**src/qbx_pkg.sv**
```systemverilog
// qbx_pkg: constants for the quasi-bidirectional port expander
// assumes: shared by qbx_port_expander, its checker and the testbench
package qbx_pkg;
  localparam int          QBX_PORT_W     = 8;
  localparam logic [7:0]  QBX_PORT_RST   = 8'hFF;
  localparam logic [6:0]  QBX_GCALL_ADDR = 7'h00;
  localparam logic [7:0]  QBX_SWRST_BYTE = 8'h06;
  localparam logic [6:0]  QBX_SLV_ADDR   = 7'h20;
  localparam int          QBX_FIFO_W     = 8;
  localparam int          QBX_FIFO_D     = 32;
  localparam int          QBX_SYNC_LEN   = 2;

  typedef enum logic [2:0] {
    QBX_IDLE,
    QBX_ADDR,
    QBX_ACK,
    QBX_WDATA,
    QBX_RDATA,
    QBX_RACK,
    QBX_IGNORE
  } qbx_state_t;
endpackage

```
**src/qbx_port_expander.sv**
```systemverilog
// qbx_port_expander: 8-bit quasi-bidirectional port behind a two-wire slave
// assumes: scl, sda and port pins are asynchronous, sampled by ref_clk
// Overview of operation
// - eight pins, no direction register
// - pins high, weak pull-up after reset
// - strong pull-up on high write until scl falls
// - rw=0 address, acked data byte for pins
// - pins change only after data ack
// - write bytes until fifo full, each replaces latch
// - rw=1 address, pin levels sent per byte
// - read returns pin levels seen
// - no history of intermediate pin values
// - reset sets latches and bus machine
// - alert on any port input edge
// - alert clears on restore or access
// - write clears alert at port write pulse
// - read clears alert at read pulse
// - changes during clearing may be missed
// - start, stop, stable sda when scl high
// - every byte followed by ack bit
// - acker holds sda low across ack high
// - master nack ends read, slave releases
// - general call 06h then stop resets
`timescale 1ns/1ps
`default_nettype none
module qbx_port_expander
  import qbx_pkg::*;
(
  // clock and reset
  input  wire logic                  ref_clk,
  input  wire logic                  rstn,
  // two-wire bus
  input  wire logic                  scl_i,
  input  wire logic                  sda_i,
  output logic                       sda_o,
  output logic                       sda_oe,
  // port pins
  input  wire logic [QBX_PORT_W-1:0] port_pins_i,
  output logic [QBX_PORT_W-1:0]      port_pins_o,
  output logic [QBX_PORT_W-1:0]      port_pins_oe,
  output logic [QBX_PORT_W-1:0]      strong_pullup_pulse,
  // alert, open drain, active low
  output logic                       alert_n_o,
  output logic                       alert_n_oe,
  // stream of written bytes
  output logic                       wr_valid,
  input  wire logic                  wr_ready,
  output logic [QBX_FIFO_W-1:0]      wr_data
);
  // synchronisers
  logic [1:0]            scl_s_q, sda_s_q;
  logic [QBX_PORT_W-1:0] pin_m_q, pin_s_q;
  logic                  scl_p_q, sda_p_q;

  always_ff @(posedge ref_clk or negedge rstn) begin
    if (!rstn) begin
      scl_s_q <= 2'h3;
      sda_s_q <= 2'h3;
      pin_m_q <= QBX_PORT_RST;
      pin_s_q <= QBX_PORT_RST;
      scl_p_q <= 1'b1;
      sda_p_q <= 1'b1;
    end else begin
      scl_s_q <= {scl_s_q[0], scl_i};
      sda_s_q <= {sda_s_q[0], sda_i};
      pin_m_q <= port_pins_i;
      pin_s_q <= pin_m_q;
      scl_p_q <= scl_s_q[1];
      sda_p_q <= sda_s_q[1];
    end
  end

  logic scl, sda, scl_rise, scl_fall, start_c, stop_c;
  assign scl      = scl_s_q[1];
  assign sda      = sda_s_q[1];
  assign scl_rise = scl && !scl_p_q;
  assign scl_fall = !scl && scl_p_q;
  assign start_c  = scl && scl_p_q && sda_p_q && !sda;
  assign stop_c   = scl && scl_p_q && !sda_p_q && sda;

  // bus state machine
  qbx_state_t            st_q, st_d;
  logic [3:0]            bit_q, bit_d;
  logic [7:0]            sh_q, sh_d;
  logic                  rw_q, rw_d;
  logic                  gc_q, gc_d;
  logic                  swrst_q, swrst_d;
  logic                  drv_q, drv_d;
  logic                  ack_is_data_q, ack_is_data_d;
  logic [QBX_PORT_W-1:0] latch_q, latch_d;
  logic [QBX_PORT_W-1:0] spu_q, spu_d;
  logic                  wpulse_q, wpulse_d;
  logic                  rpulse_q, rpulse_d;
  logic                  soft_rst;
  logic                  push_v, push_r;

  always_comb begin
    st_d     = st_q;
    bit_d    = bit_q;
    sh_d     = sh_q;
    rw_d     = rw_q;
    gc_d     = gc_q;
    swrst_d  = swrst_q;
    drv_d    = drv_q;
    latch_d  = latch_q;
    spu_d    = spu_q;
    wpulse_d = 1'b0;
    rpulse_d = 1'b0;
    soft_rst = 1'b0;
    if (scl_fall) begin
      spu_d = '0;
    end
    if (stop_c) begin
      soft_rst = swrst_q;
      st_d     = QBX_IDLE;
      drv_d    = 1'b0;
      swrst_d  = 1'b0;
    end else if (start_c) begin
      st_d    = QBX_ADDR;
      bit_d   = 4'h0;
      drv_d   = 1'b0;
      swrst_d = 1'b0;
    end else begin
      unique case (st_q)
        QBX_IDLE, QBX_IGNORE: begin
          drv_d = 1'b0;
        end
        QBX_ADDR, QBX_WDATA: begin
          if (scl_rise) begin
            sh_d  = {sh_q[6:0], sda};
            bit_d = bit_q + 4'h1;
          end
          if (scl_fall && bit_q == 4'h8) begin
            bit_d = 4'h0;
            st_d  = QBX_ACK;
            if (st_q == QBX_ADDR) begin
              rw_d = sh_q[0];
              gc_d = (sh_q[7:1] == QBX_GCALL_ADDR) && !sh_q[0];
              if ((sh_q[7:1] == QBX_SLV_ADDR) || gc_d) begin
                drv_d = 1'b1;
              end else begin
                st_d = QBX_IGNORE;
              end
            end else if (gc_q) begin
              swrst_d = (sh_q == QBX_SWRST_BYTE) && !swrst_q;
              drv_d   = swrst_d;
              if (!swrst_d) begin
                st_d = QBX_IGNORE;
              end
            end else begin
              // full fifo: byte refused, no ack, port untouched
              drv_d = push_r;
              if (!push_r) begin
                st_d = QBX_IGNORE;
              end
            end
          end
        end
        QBX_ACK: begin
          // ack held low across the whole scl high phase
          if (scl_fall) begin
            drv_d = 1'b0;
            if (rw_q) begin
              st_d     = QBX_RDATA;
              sh_d     = pin_s_q;
              rpulse_d = 1'b1;
              drv_d    = !pin_s_q[7];
              bit_d    = 4'h1;
            end else begin
              st_d = QBX_WDATA;
            end
          end
        end
        QBX_RDATA: begin
          if (scl_fall) begin
            if (bit_q == 4'h8) begin
              drv_d = 1'b0;
              st_d  = QBX_RACK;
            end else begin
              drv_d = !sh_q[7 - bit_q[2:0]];
              bit_d = bit_q + 4'h1;
            end
          end
        end
        QBX_RACK: begin
          if (scl_rise) begin
            bit_d = 4'h0;
            st_d  = sda ? QBX_IGNORE : QBX_ACK;
          end
        end
        default: st_d = QBX_IDLE;
      endcase
    end
    // data byte acked: drive pins on ack release
    if (st_q == QBX_ACK && scl_fall && !rw_q && !gc_q && ack_is_data_q) begin
      latch_d  = sh_q;
      spu_d    = sh_q;
      wpulse_d = 1'b1;
    end
  end

  // distinguishes data ack from address ack
  always_comb begin
    ack_is_data_d = ack_is_data_q;
    if (start_c || stop_c) begin
      ack_is_data_d = 1'b0;
    end else if (st_q == QBX_ACK && scl_fall) begin
      ack_is_data_d = !rw_q;
    end
  end

  always_ff @(posedge ref_clk or negedge rstn) begin
    if (!rstn) begin
      st_q          <= QBX_IDLE;
      bit_q         <= 4'h0;
      sh_q          <= 8'h00;
      rw_q          <= 1'b0;
      gc_q          <= 1'b0;
      swrst_q       <= 1'b0;
      drv_q         <= 1'b0;
      latch_q       <= QBX_PORT_RST;
      spu_q         <= '0;
      wpulse_q      <= 1'b0;
      rpulse_q      <= 1'b0;
      ack_is_data_q <= 1'b0;
    end else if (soft_rst) begin
      st_q          <= QBX_IDLE;
      bit_q         <= 4'h0;
      sh_q          <= 8'h00;
      rw_q          <= 1'b0;
      gc_q          <= 1'b0;
      swrst_q       <= 1'b0;
      drv_q         <= 1'b0;
      latch_q       <= QBX_PORT_RST;
      spu_q         <= '0;
      wpulse_q      <= 1'b0;
      rpulse_q      <= 1'b0;
      ack_is_data_q <= 1'b0;
    end else begin
      st_q          <= st_d;
      bit_q         <= bit_d;
      sh_q          <= sh_d;
      rw_q          <= rw_d;
      gc_q          <= gc_d;
      swrst_q       <= swrst_d;
      drv_q         <= drv_d;
      latch_q       <= latch_d;
      spu_q         <= spu_d;
      wpulse_q      <= wpulse_d;
      rpulse_q      <= rpulse_d;
      ack_is_data_q <= ack_is_data_d;
    end
  end

  // alert: reference snapshot taken at each access
  logic [QBX_PORT_W-1:0] ref_q, ref_d;
  logic                  alert_q, alert_d;
  logic [1:0]            wsettle_q, wsettle_d;
  logic                  snap;
  // own write reaches pin_s_q two cycles late: snapshot again then
  always_comb begin
    wsettle_d = {wsettle_q[0], wpulse_q};
    snap      = wpulse_q || rpulse_q || wsettle_q[1];
    ref_d     = ref_q;
    if (snap) begin
      ref_d = pin_s_q;
    end
    alert_d = !snap && (pin_s_q != ref_q);
  end

  always_ff @(posedge ref_clk or negedge rstn) begin
    if (!rstn) begin
      ref_q     <= QBX_PORT_RST;
      alert_q   <= 1'b0;
      wsettle_q <= 2'h0;
    end else begin
      ref_q     <= ref_d;
      alert_q   <= alert_d;
      wsettle_q <= wsettle_d;
    end
  end

  // written bytes stream out through the fifo
  assign push_v = wpulse_q;
  qbx_fifo #(
    .WIDTH (QBX_FIFO_W),
    .DEPTH (QBX_FIFO_D)
  ) u_fifo (
    .ref_clk   (ref_clk),
    .rstn      (rstn),
    .in_valid  (push_v),
    .in_ready  (push_r),
    .in_data   (latch_q),
    .out_valid (wr_valid),
    .out_ready (wr_ready),
    .out_data  (wr_data)
  );

  // quasi-bidirectional pins: drive low only, no direction register
  assign port_pins_o         = '0;
  assign port_pins_oe        = ~latch_q;
  assign strong_pullup_pulse = spu_q;
  assign sda_o               = 1'b0;
  assign sda_oe              = drv_q;
  assign alert_n_o           = 1'b0;
  assign alert_n_oe          = alert_q;
endmodule
`default_nettype wire

```
**src/qbx_fifo.sv**
```systemverilog
// qbx_fifo: synchronous fifo with valid/ready on both sides
// assumes: single clock, asynchronous active-low reset
`timescale 1ns/1ps
`default_nettype none
module qbx_fifo #(
  parameter int WIDTH = 8,
  parameter int DEPTH = 32
) (
  // clock and reset
  input  wire logic             ref_clk,
  input  wire logic             rstn,
  // fill side
  input  wire logic             in_valid,
  output logic                  in_ready,
  input  wire logic [WIDTH-1:0] in_data,
  // drain side
  output logic                  out_valid,
  input  wire logic             out_ready,
  output logic [WIDTH-1:0]      out_data
);
  localparam int AW = $clog2(DEPTH);
  logic [WIDTH-1:0] mem_q [DEPTH];
  logic [AW-1:0]    wp_q, wp_d, rp_q, rp_d;
  logic [AW:0]      cnt_q, cnt_d;
  logic             push, pop;

  assign in_ready  = (cnt_q != (AW+1)'(DEPTH));
  assign out_valid = (cnt_q != '0);
  assign out_data  = mem_q[rp_q];
  assign push      = in_valid && in_ready;
  assign pop       = out_valid && out_ready;

  always_comb begin
    wp_d  = push ? wp_q + 1'b1 : wp_q;
    rp_d  = pop ? rp_q + 1'b1 : rp_q;
    cnt_d = cnt_q + {{AW{1'b0}}, push} - {{AW{1'b0}}, pop};
  end

  always_ff @(posedge ref_clk or negedge rstn) begin
    if (!rstn) begin
      wp_q  <= '0;
      rp_q  <= '0;
      cnt_q <= '0;
    end else begin
      wp_q  <= wp_d;
      rp_q  <= rp_d;
      cnt_q <= cnt_d;
    end
  end

  always_ff @(posedge ref_clk) begin
    if (push) begin
      mem_q[wp_q] <= in_data;
    end
  end
endmodule
`default_nettype wire

```
**config.mk**
```make
export PLATFORM = sky130hd
export DESIGN_NAME = qbx_port_expander
export DESIGN_NICKNAME = d
export VERILOG_FILES = /design/src/qbx_pkg.sv /design/src/qbx_port_expander.sv /design/src/qbx_fifo.sv
export SDC_FILE = /design/constraint.sdc
export NUM_CORES = 1
export LEC_CHECK = 0
export BUFFER_PORTS_ARGS = -buffer_cell sky130_fd_sc_hd__buf_2
export CORE_MARGIN = 2
export CORE_UTILIZATION = 55
export CTS_BUF_LIST = sky130_fd_sc_hd__clkbuf_4 sky130_fd_sc_hd__clkbuf_8
export CTS_CLUSTER_SIZE = 28
export DETAILED_ROUTE_END_ITERATION = 8
export PLACE_DENSITY = 0.82
export SKIP_CTS_REPAIR_TIMING = 1
export SLEW_MARGIN = 30
export SYNTH_ARGS = -nofsm -noshare
export SYNTH_HDL_FRONTEND = slang
export SYNTH_HIERARCHICAL = 1
export SYNTH_SLANG_ARGS = --single-unit
```
**constraint.sdc**
```tcl
create_clock -name ref_clk -period 2.7 [get_ports ref_clk]
set_clock_uncertainty 0.2 [all_clocks]
set_input_delay 0.135 -clock ref_clk [delete_from_list [all_inputs] [get_ports ref_clk]]
set_output_delay 0.135 -clock ref_clk [all_outputs]
set_load 0.1 [all_outputs]
```
# After elaboration in Yosys (flattened, before gate mapping)

Memory sizes are Yosys's and may differ from the RTL's.
Index checks and enable logic that the tools add are counted.

Reduce and logical (&&, ||, !) cells: 55
Muxes and demuxes: 86
$lt $le $gt $ge: 1
Add/subtract/negate cells: 6
Bitwise operators: 1
Equal/unequal tests: 30

Operator list:

| kind                                                        | number |
|---|---|
| two-way mux 8 bit                                           | 11 |
| two-way mux 1 bit                                           | 45 |
| two-way mux 3 bit                                           | 15 |
| two-way mux 4 bit                                           | 10 |
| less-than comparator 32 x 4 -> 1 bit, second input constant | 1 |
| != test 5 bit, second input constant                        | 6 |
| != test 4 bit, second input constant                        | 7 |
| logical AND 1 bit                                           | 17 |
| case mux 4 bit (4 select lines)                             | 1 |
| case mux 8 bit (2 select lines)                             | 1 |
| case mux 3 bit (5 select lines)                             | 1 |
| != test 6 bit, second input constant                        | 2 |
| AND reduction 6 bit                                         | 2 |
| nonzero test 4 bit                                          | 3 |
| nonzero test 6 bit                                          | 2 |
| zero test 1 bit                                             | 11 |
| adder 5 x 1 -> 5 bit, second input constant                 | 2 |
| AND reduction 5 bit                                         | 2 |
| == test 3 bit, second input constant                        | 3 |
| != test 3 bit, second input constant                        | 3 |
| nonzero test 3 bit                                          | 3 |
| == test 8 x 3 -> 1 bit, second input constant               | 1 |
| != test 8 bit                                               | 1 |
| inverter 8 bit                                              | 1 |
| 19 further kinds                                            | 28 |

RAM bits: 256
Output and inout bits: 37
Input bits: 13
Word-level logic and storage cells: 204
Memories kept: 1
Flip-flop bits (word level): 87

Memory list:

| memory       | depth | bits a word | read ports | clocked after Yosys merged registers in | write ports | RTL line       | source |
|---|---|---|---|---|---|---|---|
| u_fifo.mem_q | 32    | 8           | 1          | 0                                       | 1           | qbx_fifo.sv:22 | `logic [WIDTH-1:0] mem_q [DEPTH];` |

# Longest topological paths before layout

Depth in word-level cells: 10
Mapped depth: 15
Gate-level depth less buffers: 14

# Cells and area by module

The synthesis kept the hierarchy.

Modules (own cells, without submodules):

| module            | sequential area each (µm²) | area an instance (µm²) | instances | cells an instance |
|---|---|---|---|---|
| qbx_fifo          | 8,087.8                    | 10,840.4               | 1         | 554 |
| qbx_port_expander | 1,824.2                    | 3,419.5                | 1         | 315 |

# Worst setup path after synthesis

No wires, ideal clock.

Path kind: flip-flop to output port
Start point: register u_fifo.rp_q[0]
End point: output port wr_data[6]
Slack: -0.437 ns
Buffers on the path: 4
Arrival: 2.802 ns
Stages on the path, launching flop included: 9
Path through: dfrtp_1 -> buf_6 -> buf_12 -> buf_6 -> buf_6 -> mux2i_1 -> o22ai_1 -> a211oi_1 -> a22oi_1

Word-level cells in the longest chain between the ends: 1

RTL lines:

| what                     | RTL line                | source |
|---|---|---|
| start: declaration       | qbx_fifo.sv:23          | `logic [AW-1:0] wp_q, wp_d, rp_q, rp_d;` |
| start signal: assignment | qbx_fifo.sv:46          | `rp_q <= rp_d;` |
| memory read (32 x 8 bit) | n/a                     |  |
| end: declaration         | qbx_port_expander.sv:48 | `output logic [QBX_FIFO_W-1:0] wr_data` |

Every way passes these cells.

# Worst setup path in the final report

Start point: register u_fifo.rp_q[0]
End point: output port wr_data[1]

The elaborated chain is that of the path after synthesis.

==> metrics.yaml <==
sta:
  relSlewSlack_pct: 43.3
  hold_viol_final: 0
  setup_slack_ns: -0.240
  rsz0062_at_grt: "true"
  max_slew.worst_pin.slew_ns: 0.845
  final.min_clock_period_ns: 2.94
  fin_crit_sh_pct: 109
  setup_violations: 8
  hold_ws_ns: 0.00889
  maxSlewViolCount: 0
  max_clock_freq_mhz: 340
yosys:
  syn_area_per_cell_um2: 16.4
  async_flop_share_pct: 25.4
  synth.area.top_cells: "edfxtp_1, dfrtp_1, dfstp_2"
  yosys.area.top_type: "edfxtp_1"
  synth_cells: 869
  synth.top_cell.area_share_pct: 53.9
  ys_types: 70
  synth-edff-count: 256
  postSynthRegisterBits: 343
  yosysSeqAreaShare_pct: 69.5
  yosysWarnings: 6
  syn-cell-area_um2: 14300
  synth_ff_type: "edfxtp_1"
placed_design:
  gp_congestion: 0.902
  io_buffers: 39
  dp.cells: 1266
  dpl.hpwl_mm: 18.4
floorplan:
  start_util_pct: 56.3
  io_pins: 50
  die_w_um: 165
  die_h_um: 165
  rows: 58
  core_um2: 25300
  dieArea_um2: 27200
routing:
  drt-total-wl_mm: 30.0
  initialDrtViolationCount: 979
  routed-via-count: 8240
  remaining_drc_errors: 0
  antenna_left: 0
  vias_per_cell: 5.95
  dr.pass1.iters: 5
  wl_per_cell_um: 21.7
grt:
  grt_max_degree: 40
  antenna_found_initial: 0
  grt_pass1_wl_mm: 44.8
  first_global_vias: 8257
  grt_usage_pct: 21.7
  grt.overflow.total: 0
critical_path:
  path_max_fanout: 7
  crit_path_start_kind: "flop"
  endpoint_kind: "output pin"
  worstPathRequired_ns: 2.37
  crit_type: "reg2out"
  worstPathArrival_ns: 2.61
clocking:
  cts_tree: "built"
  cts_max_level: 2
  worstSkewPairLatency_ns: 0.57
  cts.reportedPaths.clkPinSlew_ns: 0.06
  ctsLongestPathBuffers: 3
  numCtsBuffers: 52
  clkSinkCount: 343
  cts-root-buf: "clkbuf_8"
pwr:
  p_per_area_nw_per_um2: 907
  peakVddDrop_uv: 1010
  leakage_nw: 6.70
cells_and_area:
  mostFrequentLayoutCells: "edfxtp_1, buf_4, nor2_1"
  insertedDiodeCount: 0
  area_growth_pct: 18.3
  stdcell_count: 1385
  layout.nets: 1055
  drive_above_1_share_pct: 34.6
  final_common_cell: "edfxtp_1"
  fill_cells: 1639
worst_hold_path:
  hp-class: "in2reg"
outcome:
  status: "finished with violations"
  violations: "negative setup slack"
run:
  drv_cap: 0
==> worst max-delay path: stages, from the launching register on <==
cell and delay, ns:
dfrtp_4 0.47, buf_12 0.16, mux4_1 0.54, a22o_1 0.25, a211oi_2 0.20, buf_4 0.19, a21oi_2 0.06, buf_12 0.18
==> cells in the mapped netlist, types with 9 or more instances <==
| master | instances |
|---|---|
| edfxtp_1 | 256 |
| nor2_1 | 59 |
| dfrtp_1 | 49 |
| nand2_1 | 46 |
| mux2i_1 | 42 |
| mux4_2 | 42 |
| dfstp_2 | 38 |
| inv_1 | 31 |
| a211oi_1 | 26 |
| a21oi_1 | 22 |
| o21ai_0 | 19 |
| ha_1 | 16 |
| buf_2 | 14 |
| buf_4 | 14 |
| clkbuf_1 | 14 |
| xor2_1 | 12 |
| o22ai_1 | 11 |
| a22oi_1 | 10 |
| mux2_2 | 10 |
| nand3_1 | 10 |
| o211ai_1 | 9 |
==> flip-flops by register name, indices dropped and copies added (netlist names), 6 cells and up <==
signal / cells
u_fifo/cnt_q: 6
strong_pullup_pulse: 8
sh_q: 8
pin_m_q: 8
latch_q: 8
ref_q: 8
u_fifo/mem_q: 256
pin_s_q: 8
==> power breakdown <==
group          switching [mW]  total, mW  internal (mW)
registers               0.501       6.51           6.01
logic                    2.73       4.88           2.15
clock network            1.86       3.93           2.06
==> stage by stage <==
step | instance area [um2] | setup TNS [ns] | utilization [%] | power [mW] | setup WS [ns]
2_1_floorplan | 14300 | 0 | - | 9.56 | 0.00603
3_3_place_gp | 15300 | 0 | 60.4 | 10.6 | 0.0438
3_5_place_dp | 15300 | -0.100 | 60.4 | 10.8 | -0.0899
4_1_cts | 16200 | -3.03 | 64.1 | 14.7 | -0.385
5_1_grt | 16900 | -2.07 | 66.6 | 16.0 | -0.326
6_report | 16900 | -1.40 | 66.6 | 15.3 | -0.240
==> worst paths after layout <==
check,from,endpoint,slack [ns],cells after the start
worst max-delay path,u_fifo/rp_q[0],wr_data[1],-0.24,7
worst min-delay path,sda_i,sda_s_q[0],0.009,2
worst max register to register,u_fifo/cnt_q[2],u_fifo/cnt_q[5],0.13,12
worst min register to register,wsettle_q[0],wsettle_q[1],0.15,0
max in group asynchronous,rstn,ref_q[6],1.47,4
min in group asynchronous,rstn,latch_q[4],0.51,3
==> cells by family after synthesis <==
logic type      count (synthesis)  share of synthesized area, %
compound gates                134                          6.62
xor+xnor                       19                          1.17
fa+ha+maj                      17                          1.54
buf+inv                        85                          3.26
other cells                     1                        0.0263
mux                           102                          11.8
simple gates                  168                          6.03
flops                         343                          69.5
==> metal layers <==
layer / share of wire, % / global-route usage, %
met1: 40 / 29.8
met2: 50 / 35.5
met3: 6.4 / 3.77
met4: 2.7 / 7.75
met5: 0 / 0
==> final cells by class <==
type,instances,area [um2],share of cell area [%]
inverter,31,116,0.690
clock buffer,72,872,5.17
clock inverter,12,60.1,0.356
multi-input combinational,450,4160,24.7
sequential,343,9920,58.8
tap,330,413,2.45
timing repair buffer,147,1330,7.90
Note: power is estimated with default switching activity, not from simulation.
